$ cat src/common/vbrc_pkg.sv
// Constants shared by the vibration bias and recording configuration block.
// Assumes a 200 MHz mclk and a host that speaks 16-bit SPI words, mode 3.
package vbrc_pkg;
  // ------------------------------------------------------------
  // Register byte addresses (low byte of each 16-bit register)
  // ------------------------------------------------------------
  localparam logic [6:0] ADDR_ZBUF  = 7'h12;
  localparam logic [6:0] ADDR_XBIAS = 7'h14;
  localparam logic [6:0] ADDR_YBIAS = 7'h16;
  localparam logic [6:0] ADDR_ZBIAS = 7'h18;
  localparam logic [6:0] ADDR_REC   = 7'h1a;

  // ------------------------------------------------------------
  // Reset values
  // ------------------------------------------------------------
  localparam logic [15:0] ZBUF_RST = 16'h0000;
  localparam logic [15:0] BIAS_RST = 16'h0000;
  localparam logic [15:0] REC_RST  = 16'h1102;
  localparam logic [15:0] REC_MASK = 16'hbfff;

  // ------------------------------------------------------------
  // Recording control fields
  // ------------------------------------------------------------
  localparam int REC_TIMEOUT_BIT = 15;
  localparam int REC_WIN_LO      = 12;
  localparam int REC_RATE_LO     = 8;
  localparam int REC_COMBINE_BIT = 4;
  localparam int REC_MODE_LO     = 0;

  typedef enum logic [1:0] {
    VBRC_MODE_MANUAL_FFT = 2'h0,
    VBRC_MODE_AUTO_FFT   = 2'h1,
    VBRC_MODE_TIME_CAPT  = 2'h2,
    VBRC_MODE_STREAM     = 2'h3
  } vbrc_mode_type;

  typedef enum logic [1:0] {
    VBRC_WIN_RECT    = 2'h0,
    VBRC_WIN_HANNING = 2'h1,
    VBRC_WIN_FLATTOP = 2'h2,
    VBRC_WIN_NONE    = 2'h3
  } vbrc_window_type;

  // ------------------------------------------------------------
  // Serial word layout
  // ------------------------------------------------------------
  localparam int SPI_WORD_BITS = 16;
  localparam int SPI_WR_BIT    = 15;
  localparam int SPI_ADDR_LO   = 8;

  // ------------------------------------------------------------
  // Timing
  // ------------------------------------------------------------
  localparam int CLK_HZ          = 200_000_000;
  localparam int FULL_RATE_HZ    = 220_000;
  localparam int SAMPLE_DIV      = CLK_HZ / FULL_RATE_HZ;
  localparam int AUTONULL_SAMPS  = 4096;
  localparam int AUTONULL_TIME_MS = 16;
  localparam int STREAM_IDLE_PERIODS = 5;

  typedef enum logic [1:0] {
    VBRC_AN_IDLE = 2'b00,
    VBRC_AN_RUN  = 2'b01,
    VBRC_AN_DONE = 2'b11
  } vbrc_an_state_type;
endpackage

$ cat src/hdl/vbrc_top.sv
// Z buffer, three bias correction registers and recording control, over SPI.
// Assumes the signal chain supplies axis samples and capture/stream strobes
// on mclk, and the nonvolatile store presents saved values at reset release.
module vbrc_top
  import vbrc_pkg::*;
#(
  parameter int AN_SAMPLES = AUTONULL_SAMPS,
  parameter int AN_DIV     = SAMPLE_DIV
) (
  input  wire logic        mclk,
  input  wire logic        resetn,
  input  wire logic        sclk,
  input  wire logic        cs_n,
  input  wire logic        din,
  output logic             dout,
  output logic             dout_oe,
  input  wire logic [15:0] x_sample,
  input  wire logic [15:0] y_sample,
  input  wire logic [15:0] z_sample,
  input  wire logic [15:0] combined_sample,
  input  wire logic        capture_done,
  input  wire logic        capture_start,
  input  wire logic        data_ready,
  input  wire logic        autonull_req,
  input  wire logic [15:0] decimation_setting,
  input  wire logic        nv_valid,
  input  wire logic [15:0] nv_xbias,
  input  wire logic [15:0] nv_ybias,
  input  wire logic [15:0] nv_zbias,
  input  wire logic [15:0] nv_rec,
  output logic [15:0]      xbias_out,
  output logic [15:0]      ybias_out,
  output logic [15:0]      zbias_out,
  output logic [1:0]       rec_mode,
  output logic [1:0]       window_sel,
  output logic             combine_en,
  output logic [1:0]       rate_option,
  output logic [3:0]       rate_exponent,
  output logic             stream_halt,
  output logic             autonull_busy
);
  localparam int SH = $clog2(AN_SAMPLES);
  localparam int AW = 16 + SH;

  logic [15:0] rx_word, tx_word;
  logic        rx_valid, sclk_seen;

  vbrc_spi_slave u_spi (
    .mclk      (mclk),
    .resetn    (resetn),
    .sclk      (sclk),
    .cs_n      (cs_n),
    .din       (din),
    .tx_word   (tx_word),
    .rx_word   (rx_word),
    .rx_valid  (rx_valid),
    .sclk_seen (sclk_seen),
    .dout      (dout),
    .dout_oe   (dout_oe)
  );

  // ------------------------------------------------------------
  // State
  // ------------------------------------------------------------
  logic [15:0] zbuf_r, zbuf_nxt, xb_r, xb_nxt, yb_r, yb_nxt, zb_r, zb_nxt;
  logic [15:0] rec_r, rec_nxt, rd_r, rd_nxt;
  logic        boot_r, boot_nxt, busy_r, busy_nxt;
  vbrc_an_state_type an_r, an_nxt;
  logic [15:0] div_r, div_nxt;
  logic [SH:0] scnt_r, scnt_nxt;
  logic signed [AW-1:0] ax_r, ax_nxt, ay_r, ay_nxt, az_r, az_nxt;
  logic [2:0]  idle_r, idle_nxt;
  logic        clk_seen_r, clk_seen_nxt, halt_r, halt_nxt;
  logic [1:0]  opt_r, opt_nxt;
  logic [3:0]  exp_r, exp_nxt;

  logic        wr, rd;
  logic [6:0]  addr;
  logic [7:0]  wbyte;
  logic        hi;
  logic [6:0]  base;
  logic        tick;

  function automatic logic [15:0] put_byte(input logic [15:0] cur, input logic high,
                                          input logic [7:0] b);
    put_byte = high ? {b, cur[7:0]} : {cur[15:8], b};
  endfunction

  function automatic logic [15:0] neg_mean(input logic signed [AW-1:0] acc);
    logic signed [AW-1:0] m;
    m        = acc >>> SH;
    neg_mean = 16'(-m[15:0]);
  endfunction

  always_comb begin
    wr    = rx_valid & rx_word[SPI_WR_BIT];
    rd    = rx_valid & ~rx_word[SPI_WR_BIT];
    addr  = rx_word[14:SPI_ADDR_LO];
    wbyte = rx_word[7:0];
    hi    = addr[0];
    base  = {addr[6:1], 1'b0};
    tick  = 1'b0;

    zbuf_nxt = zbuf_r;
    xb_nxt   = xb_r;
    yb_nxt   = yb_r;
    zb_nxt   = zb_r;
    rec_nxt  = rec_r;
    rd_nxt   = rd_r;
    boot_nxt = 1'b0;

    // Host byte writes; each word lands in its own byte lane
    if (wr) begin
      case (base)
        ADDR_ZBUF:  zbuf_nxt = put_byte(zbuf_r, hi, wbyte);
        ADDR_XBIAS: xb_nxt   = put_byte(xb_r, hi, wbyte);
        ADDR_YBIAS: yb_nxt   = put_byte(yb_r, hi, wbyte);
        ADDR_ZBIAS: zb_nxt   = put_byte(zb_r, hi, wbyte);
        ADDR_REC:   rec_nxt  = put_byte(rec_r, hi, wbyte) & REC_MASK;
        default:    ;
      endcase
    end

    // Capture result wins over a host write in the same cycle
    if (capture_done) begin
      // Upstream delivers both in the encoding of the current mode
      zbuf_nxt = rec_r[REC_COMBINE_BIT] ? combined_sample : z_sample;
    end

    // Restore saved copies once, just after reset release
    if (boot_r && nv_valid) begin
      xb_nxt  = nv_xbias;
      yb_nxt  = nv_ybias;
      zb_nxt  = nv_zbias;
      rec_nxt = nv_rec & REC_MASK;
    end

    // Autonull: average a block at full rate, store negated mean
    an_nxt   = an_r;
    div_nxt  = div_r;
    scnt_nxt = scnt_r;
    ax_nxt   = ax_r;
    ay_nxt   = ay_r;
    az_nxt   = az_r;
    case (an_r)
      VBRC_AN_IDLE: begin
        if (autonull_req) begin
          an_nxt   = VBRC_AN_RUN;
          div_nxt  = 16'h0000;
          scnt_nxt = '0;
          ax_nxt   = '0;
          ay_nxt   = '0;
          az_nxt   = '0;
        end
      end
      VBRC_AN_RUN: begin
        tick    = (div_r == 16'(AN_DIV - 1));
        div_nxt = tick ? 16'h0000 : div_r + 16'h0001;
        if (tick) begin
          ax_nxt   = ax_r + AW'(signed'(x_sample));
          ay_nxt   = ay_r + AW'(signed'(y_sample));
          az_nxt   = az_r + AW'(signed'(z_sample));
          scnt_nxt = scnt_r + 1'b1;
          if (scnt_r == (SH + 1)'(AN_SAMPLES - 1)) begin
            an_nxt = VBRC_AN_DONE;
          end
        end
      end
      VBRC_AN_DONE: begin
        // Two's complement offset counts per axis
        xb_nxt = neg_mean(ax_r);
        yb_nxt = neg_mean(ay_r);
        zb_nxt = neg_mean(az_r);
        an_nxt = VBRC_AN_IDLE;
      end
      default: an_nxt = VBRC_AN_IDLE;
    endcase
    busy_nxt = (an_nxt != VBRC_AN_IDLE);

    // Reads answer in the following frame
    if (rd) begin
      case (base)
        ADDR_ZBUF:  rd_nxt = zbuf_r;
        ADDR_XBIAS: rd_nxt = xb_r;
        ADDR_YBIAS: rd_nxt = yb_r;
        ADDR_ZBIAS: rd_nxt = zb_r;
        ADDR_REC:   rd_nxt = rec_r;
        default:    rd_nxt = 16'h0000;
      endcase
    end
  end

  // ------------------------------------------------------------
  // Streaming timeout
  // ------------------------------------------------------------
  always_comb begin
    idle_nxt     = idle_r;
    clk_seen_nxt = clk_seen_r | sclk_seen;
    halt_nxt     = 1'b0;
    if (!(rec_r[REC_TIMEOUT_BIT] && rec_r[REC_MODE_LO +: 2] == VBRC_MODE_STREAM)) begin
      idle_nxt     = 3'h0;
      clk_seen_nxt = 1'b0;
    end else if (data_ready) begin
      // A clock edge in the closing cycle still counts as collected
      clk_seen_nxt = 1'b0;
      if (clk_seen_r || sclk_seen) begin
        idle_nxt = 3'h0;
      end else if (idle_r == 3'(STREAM_IDLE_PERIODS - 1)) begin
        idle_nxt = 3'h0;
        halt_nxt = 1'b1;
      end else begin
        idle_nxt = idle_r + 3'h1;
      end
    end
  end

  // ------------------------------------------------------------
  // Rate option rotation
  // ------------------------------------------------------------
  always_comb begin
    logic [1:0] cand;
    cand    = opt_r;
    opt_nxt = opt_r;
    if (capture_start) begin
      // Next enabled option above the current one, wrapping round
      for (int i = 1; i <= 4; i++) begin
        cand = 2'(opt_r + 2'(i));
        if (rec_r[REC_RATE_LO + cand] && opt_nxt == opt_r) begin
          opt_nxt = cand;
        end
      end
    end
    exp_nxt = decimation_setting[4*opt_nxt +: 4];
  end

  always_ff @(posedge mclk) begin
    if (!resetn) begin
      zbuf_r     <= ZBUF_RST;
      xb_r       <= BIAS_RST;
      yb_r       <= BIAS_RST;
      zb_r       <= BIAS_RST;
      rec_r      <= REC_RST;
      rd_r       <= 16'h0000;
      boot_r     <= 1'b1;
      an_r       <= VBRC_AN_IDLE;
      busy_r     <= 1'b0;
      div_r      <= 16'h0000;
      scnt_r     <= '0;
      ax_r       <= '0;
      ay_r       <= '0;
      az_r       <= '0;
      idle_r     <= 3'h0;
      clk_seen_r <= 1'b0;
      halt_r     <= 1'b0;
      opt_r      <= 2'h0;
      exp_r      <= 4'h0;
    end else begin
      zbuf_r     <= zbuf_nxt;
      xb_r       <= xb_nxt;
      yb_r       <= yb_nxt;
      zb_r       <= zb_nxt;
      rec_r      <= rec_nxt;
      rd_r       <= rd_nxt;
      boot_r     <= boot_nxt;
      an_r       <= an_nxt;
      busy_r     <= busy_nxt;
      div_r      <= div_nxt;
      scnt_r     <= scnt_nxt;
      ax_r       <= ax_nxt;
      ay_r       <= ay_nxt;
      az_r       <= az_nxt;
      idle_r     <= idle_nxt;
      clk_seen_r <= clk_seen_nxt;
      halt_r     <= halt_nxt;
      opt_r      <= opt_nxt;
      exp_r      <= exp_nxt;
    end
  end

  // ------------------------------------------------------------
  // Outputs
  // ------------------------------------------------------------
  assign tx_word       = rd_r;
  assign xbias_out     = xb_r;
  assign ybias_out     = yb_r;
  assign zbias_out     = zb_r;
  assign rec_mode      = rec_r[REC_MODE_LO +: 2];
  assign window_sel    = rec_r[REC_WIN_LO +: 2];
  assign combine_en    = rec_r[REC_COMBINE_BIT];
  assign rate_option   = opt_r;
  assign rate_exponent = exp_r;
  assign stream_halt   = halt_r;
  assign autonull_busy = busy_r;
endmodule

$ cat src/hdl/vbrc_spi_slave.sv
// SPI slave, mode 3, 16-bit words, oversampled on mclk.
// Assumes sclk well below mclk / 8 so every edge is seen after synchronising.
module vbrc_spi_slave
  import vbrc_pkg::*;
(
  input  wire logic        mclk,
  input  wire logic        resetn,
  input  wire logic        sclk,
  input  wire logic        cs_n,
  input  wire logic        din,
  input  wire logic [15:0] tx_word,
  output logic      [15:0] rx_word,
  output logic             rx_valid,
  output logic             sclk_seen,
  output logic             dout,
  output logic             dout_oe
);
  logic [2:0]  sclk_r, sclk_nxt;
  logic [2:0]  cs_r, cs_nxt;
  logic [1:0]  din_r, din_nxt;
  logic [15:0] rx_r, rx_nxt;
  logic [15:0] tx_r, tx_nxt;
  logic [4:0]  cnt_r, cnt_nxt;
  logic [15:0] word_r, word_nxt;
  logic        valid_r, valid_nxt;
  logic        seen_r, seen_nxt;
  logic        dout_r, dout_nxt;
  logic        oe_r, oe_nxt;
  logic        rise, fall, cs_fall, active;

  always_comb begin
    sclk_nxt  = {sclk_r[1:0], sclk};
    cs_nxt    = {cs_r[1:0], cs_n};
    din_nxt   = {din_r[0], din};
    // Edges from stages 1 and 2 only; stage 0 feeds nothing but stage 1
    rise      = sclk_r[1] & ~sclk_r[2];
    fall      = ~sclk_r[1] & sclk_r[2];
    cs_fall   = ~cs_r[1] & cs_r[2];
    active    = ~cs_r[1];
    rx_nxt    = rx_r;
    tx_nxt    = tx_r;
    cnt_nxt   = cnt_r;
    word_nxt  = word_r;
    valid_nxt = 1'b0;
    seen_nxt  = active & rise;
    if (cs_fall) begin
      tx_nxt  = tx_word;
      cnt_nxt = 5'h00;
    end else if (active & fall & (cnt_r != 5'h00)) begin
      // Leading fall of a frame keeps the preloaded MSB on the line
      tx_nxt = {tx_r[14:0], 1'b0};
    end
    if (active & rise & ~cs_fall) begin
      rx_nxt  = {rx_r[14:0], din_r[1]};
      cnt_nxt = cnt_r + 5'h01;
      if (cnt_r == 5'(SPI_WORD_BITS - 1)) begin
        word_nxt  = {rx_r[14:0], din_r[1]};
        valid_nxt = 1'b1;
        cnt_nxt   = 5'h00;
      end
    end
    dout_nxt = active & tx_nxt[15];
    oe_nxt   = active;
  end

  always_ff @(posedge mclk) begin
    if (!resetn) begin
      sclk_r  <= 3'h7;
      cs_r    <= 3'h7;
      din_r   <= 2'h0;
      rx_r    <= 16'h0000;
      tx_r    <= 16'h0000;
      cnt_r   <= 5'h00;
      word_r  <= 16'h0000;
      valid_r <= 1'b0;
      seen_r  <= 1'b0;
      dout_r  <= 1'b0;
      oe_r    <= 1'b0;
    end else begin
      sclk_r  <= sclk_nxt;
      cs_r    <= cs_nxt;
      din_r   <= din_nxt;
      rx_r    <= rx_nxt;
      tx_r    <= tx_nxt;
      cnt_r   <= cnt_nxt;
      word_r  <= word_nxt;
      valid_r <= valid_nxt;
      seen_r  <= seen_nxt;
      dout_r  <= dout_nxt;
      oe_r    <= oe_nxt;
    end
  end

  assign rx_word   = word_r;
  assign rx_valid  = valid_r;
  assign sclk_seen = seen_r;
  assign dout      = dout_r;
  assign dout_oe   = oe_r;
endmodule

$ cat config.mk
export PLATFORM = sky130hd
export DESIGN_NAME = vbrc_top
export DESIGN_NICKNAME = d
export VERILOG_FILES = /design/src/common/vbrc_pkg.sv /design/src/hdl/vbrc_top.sv /design/src/hdl/vbrc_spi_slave.sv
export SDC_FILE = /design/constraint.sdc
export NUM_CORES = 1
export LEC_CHECK = 0
export BUFFER_PORTS_ARGS = -buffer_cell sky130_fd_sc_hd__buf_4
export CORE_MARGIN = 2
export CORE_UTILIZATION = 50
export DETAILED_ROUTE_END_ITERATION = 6
export GPL_TIMING_DRIVEN = 0
export PLACE_DENSITY = 0.69
export SYNTH_ARGS = -nofsm -noshare
export SYNTH_HDL_FRONTEND = slang
export SYNTH_SLANG_ARGS = --single-unit
$ cat constraint.sdc
create_clock -name mclk -period 4.7 [get_ports mclk]
set_clock_uncertainty 0.1 [all_clocks]
set_input_delay 0.94 -clock mclk [delete_from_list [all_inputs] [get_ports mclk]]
set_output_delay 0.94 -clock mclk [all_outputs]
set_load 0.005 [all_outputs]
==> flow_metrics.env, run 1 <==
export IMPL_async_flop_share=0
export IMPL_ys_seq_area_frac=0.343
export IMPL_initial_core_util=0.503
export IMPL_yosysWarnings=0
export IMPL_clockRootBuffer="clkbuf_16"
export IMPL_postCtsSetupBuffers=0
export IMPL_drc=0
export IMPL_final_cell_count_no_fill=2861
export IMPL_finalHoldViolCount=0
export IMPL_max_slew_margin_rel=0.190
export IMPL_grt_max_degree=17
export IMPL_ioPinCount=217
export IMPL_fp_dieW_um=187
export IMPL_htreeDepth=2
export IMPL_row_count=67
export IMPL_maxSlewViolCount=0
export IMPL_power_leakage_uw=0.00826
export IMPL_mostFrequentLayoutCells="287 x dfxtp_1, 284 x a21oi_1, 258 x nand2_1"
export IMPL_first_pass_iters=7
export IMPL_synthCells=2136
export IMPL_wire_per_inst_um=20.9
export IMPL_cts_buffer_depth=3
export IMPL_dp_cells=2799
export IMPL_wl_um=59800
export IMPL_n_antenna_cell=0
export IMPL_dieArea_sq_um=35000
export IMPL_antenna_left=0
export IMPL_final_nets=2637
export IMPL_synth_edf_count=0
export IMPL_fillers=3036
export IMPL_vias=17126
export IMPL_seqCellArea_sq_um=5750
export IMPL_synth_main_ff_cell="dfxtp_1"
export IMPL_grt_pass1_wl_um=90500
export IMPL_syn_avg_cell_area_sq_um=7.84
export IMPL_drtIter0Drc=1474
export IMPL_final_layout_size_suffix_gt1_frac=0.126
export IMPL_cts_tree="built"
export IMPL_gp_congestion=0.958
export IMPL_worstReg2RegEnd="az_r[19]$_SDFFE_PN0P_"
export IMPL_netlist_area_sq_um=16800
export IMPL_critPathKind="flop to flop"
export IMPL_cts_resized=0
export IMPL_timing_rr_start="div_r[0]$_SDFFE_PN0P_"
export IMPL_r2r_cells=10
export IMPL_ys_seq_elements=287
export IMPL_antenna_found_initial=0
export IMPL_fin_setup_tns_ps=0
export IMPL_fin_crit_sh=0.760
export IMPL_power_density_nw_per_um2=296
export IMPL_cts_reportedPaths_clkPinSlew_ps=60
export IMPL_status="completed"
export IMPL_max_cap_violations=0
export IMPL_grt_pass1_vias=16115
export IMPL_worstSetupStartpointType="flop"
export IMPL_cts_hold_fix_buffers=0
export IMPL_dpl_hpwl_um=46400
export IMPL_setup_viol=0
export IMPL_clock_fmax_mhz=280
export IMPL_die_h_um=187
export IMPL_r2r_slack_ps=1130
export IMPL_io_buffer_count=215
export IMPL_grt_remaining_overflow=0
export IMPL_worstPathArrival_ps=3840
export IMPL_cts_sinks=287
export IMPL_timing_final_crit_period_ps=3570
export IMPL_via_per_inst=5.99
export IMPL_syn_nets=2384
export IMPL_grt_use_total=0.329
export IMPL_clk_latency_ps=520
export IMPL_cts_made_buffers=35
export IMPL_worstMarginPinSlew_ps=1210
export IMPL_core_area_sq_um=33300
export IMPL_hp_class="flop to flop"
export IMPL_hold_depth=1
export IMPL_min_to="u_spi.sclk_r[1]$_SDFF_PN1_"
export IMPL_ys_types=75
export IMPL_multi_input_area_sq_um=10400
export IMPL_final_common_cell="dfxtp_1"
export IMPL_area_delta_synth_final_pct=20.3
export IMPL_rsz0062_at_grt="false"
export IMPL_crit_path_end_kind="flop"
export IMPL_required_ps=4970
export IMPL_irDropWorstVdd_mv=0.256
export IMPL_cp_max_fo=10
export IMPL_min_from="u_spi.sclk_r[0]$_SDFF_PN1_"
==> synth_stat cells, types with 14 or more instances <==
cell type | number | area [sq um]
a21o_1 | 37 | 278
xnor2_1 | 42 | 368
nor4_1 | 14 | 87.6
a211oi_1 | 90 | 676
buf_1 | 17 | 63.8
a31oi_1 | 21 | 131
xor2_1 | 61 | 534
a21oi_1 | 284 | 1420
dfxtp_1 | 287 | 5750
mux2i_1 | 56 | 561
nor2_1 | 228 | 856
o21ai_0 | 108 | 541
ha_1 | 91 | 1140
clkbuf_1 | 105 | 394
nand2b_1 | 24 | 150
nand3_1 | 79 | 395
a221oi_1 | 38 | 333
and3_1 | 21 | 131
or3_1 | 14 | 87.6
inv_1 | 39 | 146
nand4_1 | 18 | 113
nor3_1 | 33 | 165
nand2_1 | 258 | 968
==> cell type report <==
type,count,share of cell area
Inverter,40,0.00745
Clock inverter,20,0.0144
Timing Repair Buffer,216,0.0803
Sequential cell,287,0.285
Clock buffer,41,0.0461
Tap cell,448,0.0278
Buffer,128,0.0248
Multi-Input combinational cell,1681,0.514
==> registers in the layout (all words and copies together), names as in the netlist, 5 cells and up <==
| register | count |
|---|---|
| ax_r | 28 |
| ay_r | 28 |
| az_r | 28 |
| div_r | 16 |
| rd_r | 16 |
| rec_r | 15 |
| scnt_r | 13 |
| u_spi.cnt_r | 5 |
| u_spi.rx_r | 15 |
| u_spi.rx_word | 16 |
| u_spi.tx_r | 16 |
| xbias_out | 16 |
| ybias_out | 16 |
| zbias_out | 16 |
| zbuf_r | 16 |
==> power breakdown <==
group / switching (uW) / internal, uW / total [uW]
clock: 1110 / 1760 / 2870
combinational: 338 / 246 / 585
sequential: 43.1 / 2480 / 2520
==> metrics by stage <==
| stage | hold WS (ps) | utilization | cell area (sq um) | setup slack [ps] | power, uW |
|---|---|---|---|---|---|
| after floorplan | 286 | - | 16800 | 969 | 2860 |
| after global placement | 300 | 0.569 | 18900 | 641 | 3140 |
| after detailed placement | 292 | 0.569 | 18900 | 646 | 3140 |
| after CTS | 313 | 0.605 | 20100 | 1150 | 5990 |
| after global routing | 338 | 0.606 | 20200 | 916 | 6140 |
| final | 310 | 0.606 | 20200 | 1130 | 5970 |
==> metal layers <==
metal	track usage	part of all wire
met5	0	0
met1	0.421	0.42
met3	0.0505	0.074
met2	0.557	0.47
met4	0.133	0.044
==> how the worst max path moves through the flow <==
stage	slack [ps]	cells after the start	to	startpoint
2_1_floorplan	970	11	ay_r[26]$_SDFFE_PN0P_	y_sample[0]
3_3_place_gp	640	12	ay_r[26]$_SDFFE_PN0P_	y_sample[0]
3_5_place_dp	650	12	ay_r[26]$_SDFFE_PN0P_	y_sample[0]
4_1_cts	1150	12	ay_r[26]$_SDFFE_PN0P_	y_sample[0]
5_1_grt	920	10	ay_r[25]$_SDFFE_PN0P_	div_r[0]$_SDFFE_PN0P_
6_report	1130	10	az_r[19]$_SDFFE_PN0P_	div_r[0]$_SDFFE_PN0P_
==> cells by family (layout without fill, tap and decap cells) <==
logic type,count (synthesis),count (layout),synth area share
adders and majority gates,94,94,0.0715
muxes,62,62,0.0402
DFF,287,287,0.343
buffers and inverters,168,445,0.0388
AOI/OAI and AO/OA,671,671,0.249
and+or+nand+nor,751,751,0.204
xor gates and xnor gates,103,103,0.0538
==> worst max-delay path, stage by stage, from the launching register on <==
cell,delay (ps)
dfxtp_1,340
inv_1,70
ha_1,170
nor4b_1,350
nand4_1,440
nor2_1,780
nor2_1,140
clkbuf_1,360
clkbuf_1,410
nand2_1,170
o31ai_1,80
Note: power is estimated with default switching activity, not from simulation.
==> run 2, diff against run 1 <==
--- a/config.mk
+++ b/config.mk
@@ -10,7 +10,7 @@
 export CORE_UTILIZATION = 50
 export DETAILED_ROUTE_END_ITERATION = 6
 export GPL_TIMING_DRIVEN = 0
-export PLACE_DENSITY = 0.69
+export PLACE_DENSITY = 0.71
 export SYNTH_ARGS = -nofsm -noshare
 export SYNTH_HDL_FRONTEND = slang
 export SYNTH_SLANG_ARGS = --single-unit
==> constraint.sdc (replaced) <==
create_clock -name mclk -period 2.95 [get_ports mclk]
set_clock_uncertainty 0.1 [all_clocks]
set_input_delay 0.59 -clock mclk [delete_from_list [all_inputs] [get_ports mclk]]
set_output_delay 0.59 -clock mclk [all_outputs]
set_load 0.005 [all_outputs]
==> run 2 against run 1 <==
Effect of this change: the run now ends with setup timing left; final area increased by 1.5%; setup slack worse by 1200 ps; utilization increased by 0.88 points; global-route usage down 0.14 points; largest cell class unchanged; maximum frequency grew 17%; hold slack worse by 150 ps; final cell count is 0.35% higher; flip-flop and latch count did not move.
==> flow_metrics.env, run 2 (synthesis gave the netlist of run 1 again) <==
export IMPL_power_leakage_uw=0.00835
export IMPL_use_met3=0.0694
export IMPL_antenna_found_initial=0
export IMPL_max_slew_margin_rel=0.214
export IMPL_max_cap_violations=0
export IMPL_final_layout_size_suffix_gt1_frac=0.142
export IMPL_cts_made_buffers=35
export IMPL_final_util=0.614
export IMPL_clockRootBuffer="clkbuf_16"
export IMPL_pre_cts_ws_ps=-638
export IMPL_hp_class="input port to flop"
export IMPL_gp_congestion=1.09
export IMPL_final_cell_count_no_fill=2871
export IMPL_wl_um=59500
export IMPL_cts_hold_fix_buffers=0
export IMPL_irDropWorstVdd_mv=0.335
export IMPL_cts_buffer_depth=3
export IMPL_cts_tree="built"
export IMPL_io_buffer_count=215
export IMPL_grt_busiest_layer="met2"
export IMPL_setup_viol=5
export IMPL_crit_path_end_kind="flop"
export IMPL_worstPathArrival_ps=3310
export IMPL_multi_input_area_sq_um=10500
export IMPL_finalHoldViolCount=0
export IMPL_area_delta_synth_final_pct=22.0
export IMPL_fillers=2979
export IMPL_antenna_left=0
export IMPL_grt_use_met1=0.413
export IMPL_drc=0
export IMPL_fin_total_pwr_uw=9780
export IMPL_dpl_hpwl_um=45100
export IMPL_maxSlewViolCount=0
export IMPL_core_area_sq_um=33300
export IMPL_final_nets=2644
export IMPL_vias=17444
export IMPL_clock_fmax_mhz=329
export IMPL_cts_sinks=287
export IMPL_seqCellArea_sq_um=5750
export IMPL_die_h_um=187
export IMPL_grt_pass1_vias=16503
export IMPL_final_common_cell="dfxtp_1"
export IMPL_largestRegisters="ax_r x28, ay_r x28, az_r x28"
export IMPL_grt_max_degree=17
export IMPL_critPathKind="flop to flop"
export IMPL_fin_area_sq_um=20400
export IMPL_wire_per_inst_um=20.7
export IMPL_setup_slack_ps=-93.4
export IMPL_fin_crit_sh=1.03
export IMPL_required_ps=3210
export IMPL_grt_remaining_overflow=0
export IMPL_violations="setup timing"
export IMPL_cts_reportedPaths_clkPinSlew_ps=60
export IMPL_first_pass_iters=7
export IMPL_grt_use_met2=0.529
export IMPL_mostFrequentLayoutCells="284 x dfxtp_1, 280 x a21oi_1, 256 x nand2_1"
export IMPL_row_count=67
export IMPL_worstMarginPinSlew_ps=1170
export IMPL_cp_max_fo=5
export IMPL_grt_pass1_wl_um=90900
export IMPL_grt_use_total=0.328
export IMPL_power_density_nw_per_um2=478
export IMPL_clk_latency_ps=530
export IMPL_initial_core_util=0.503
export IMPL_drtIter0Drc=1582
export IMPL_dieArea_sq_um=35000
export IMPL_htreeDepth=2
export IMPL_dp_cells=2799
export IMPL_fp_dieW_um=187
export IMPL_worstSetupStartpointType="flop"
export IMPL_status="finished with violations"
export IMPL_ioPinCount=217
export IMPL_timing_final_crit_period_ps=3040
export IMPL_rsz0062_at_grt="true"
export IMPL_via_per_inst=6.08
export IMPL_place_area_sq_um=19000
## run 2: worst paths after layout
path / startpoint / endpoint / slack (ps) / cells past startpoint
hold reg to reg: u_spi.cs_r[0]$_SDFF_PN1_ / u_spi.cs_r[1]$_SDFF_PN1_ / 330 / 1
setup reg to reg: ay_r[0]$_SDFFE_PN0P_ / ay_r[26]$_SDFFE_PN0P_ / -90 / 11
hold / removal: cs_n / u_spi.cs_r[0]$_SDFF_PN1_ / 160 / 2
setup / recovery: ay_r[0]$_SDFFE_PN0P_ / ay_r[26]$_SDFFE_PN0P_ / -90 / 11
## run 2: metal layers
metal  part of all wire  up-vias
met5                  0        -
met4              0.058        0
met3              0.093      212
met2               0.45      858
met1               0.40     8109
li1                   -     8265
## run 2: timing repair
| item | 4_1_cts | 5_1_grt |
|---|---|---|
| setup buffers | 7 | 2 |
| hold endpoints to repair | 0 | 0 |
| setup endpoints to repair | 45 | 60 |
| pin swaps | 14 | 9 |
| resized for setup | 11 | 23 |
## run 2: area by class of cell
cell class	count	area share
diodes	1	0.000122
plain buffers	127	0.0245
clock buffers	44	0.0469
clock inverters	19	0.0161
inverters	40	0.00734
multi-input cells	1681	0.514
flip-flops and latches	287	0.281
well taps	448	0.0274
repair buffers	224	0.0826
## run 2: stage by stage
step | hold slack, ps | TNS, ps
CTS | 158 | -337
global placement | 297 | -11650
global route | 171 | -880
floorplan | 286 | -1170
finish | 162 | -289
detailed placement | 298 | -12790
## run 2: where the power goes
part	switching [uW]	internal [uW]
sequential	67.7	3950
combinational	548	395
clock	1800	3020
total	2410	7370
## run 2: critical path: stages, from the launching register on
cell and delay, ps:
dfxtp_2 330, ha_4 160, fa_2 340, a21o_1 180, a41o_1 210, or4_4 450
a31oi_4 220, o211ai_2 110, a32o_2 310, a211o_1 310, nand4_1 90, o221ai_2 90
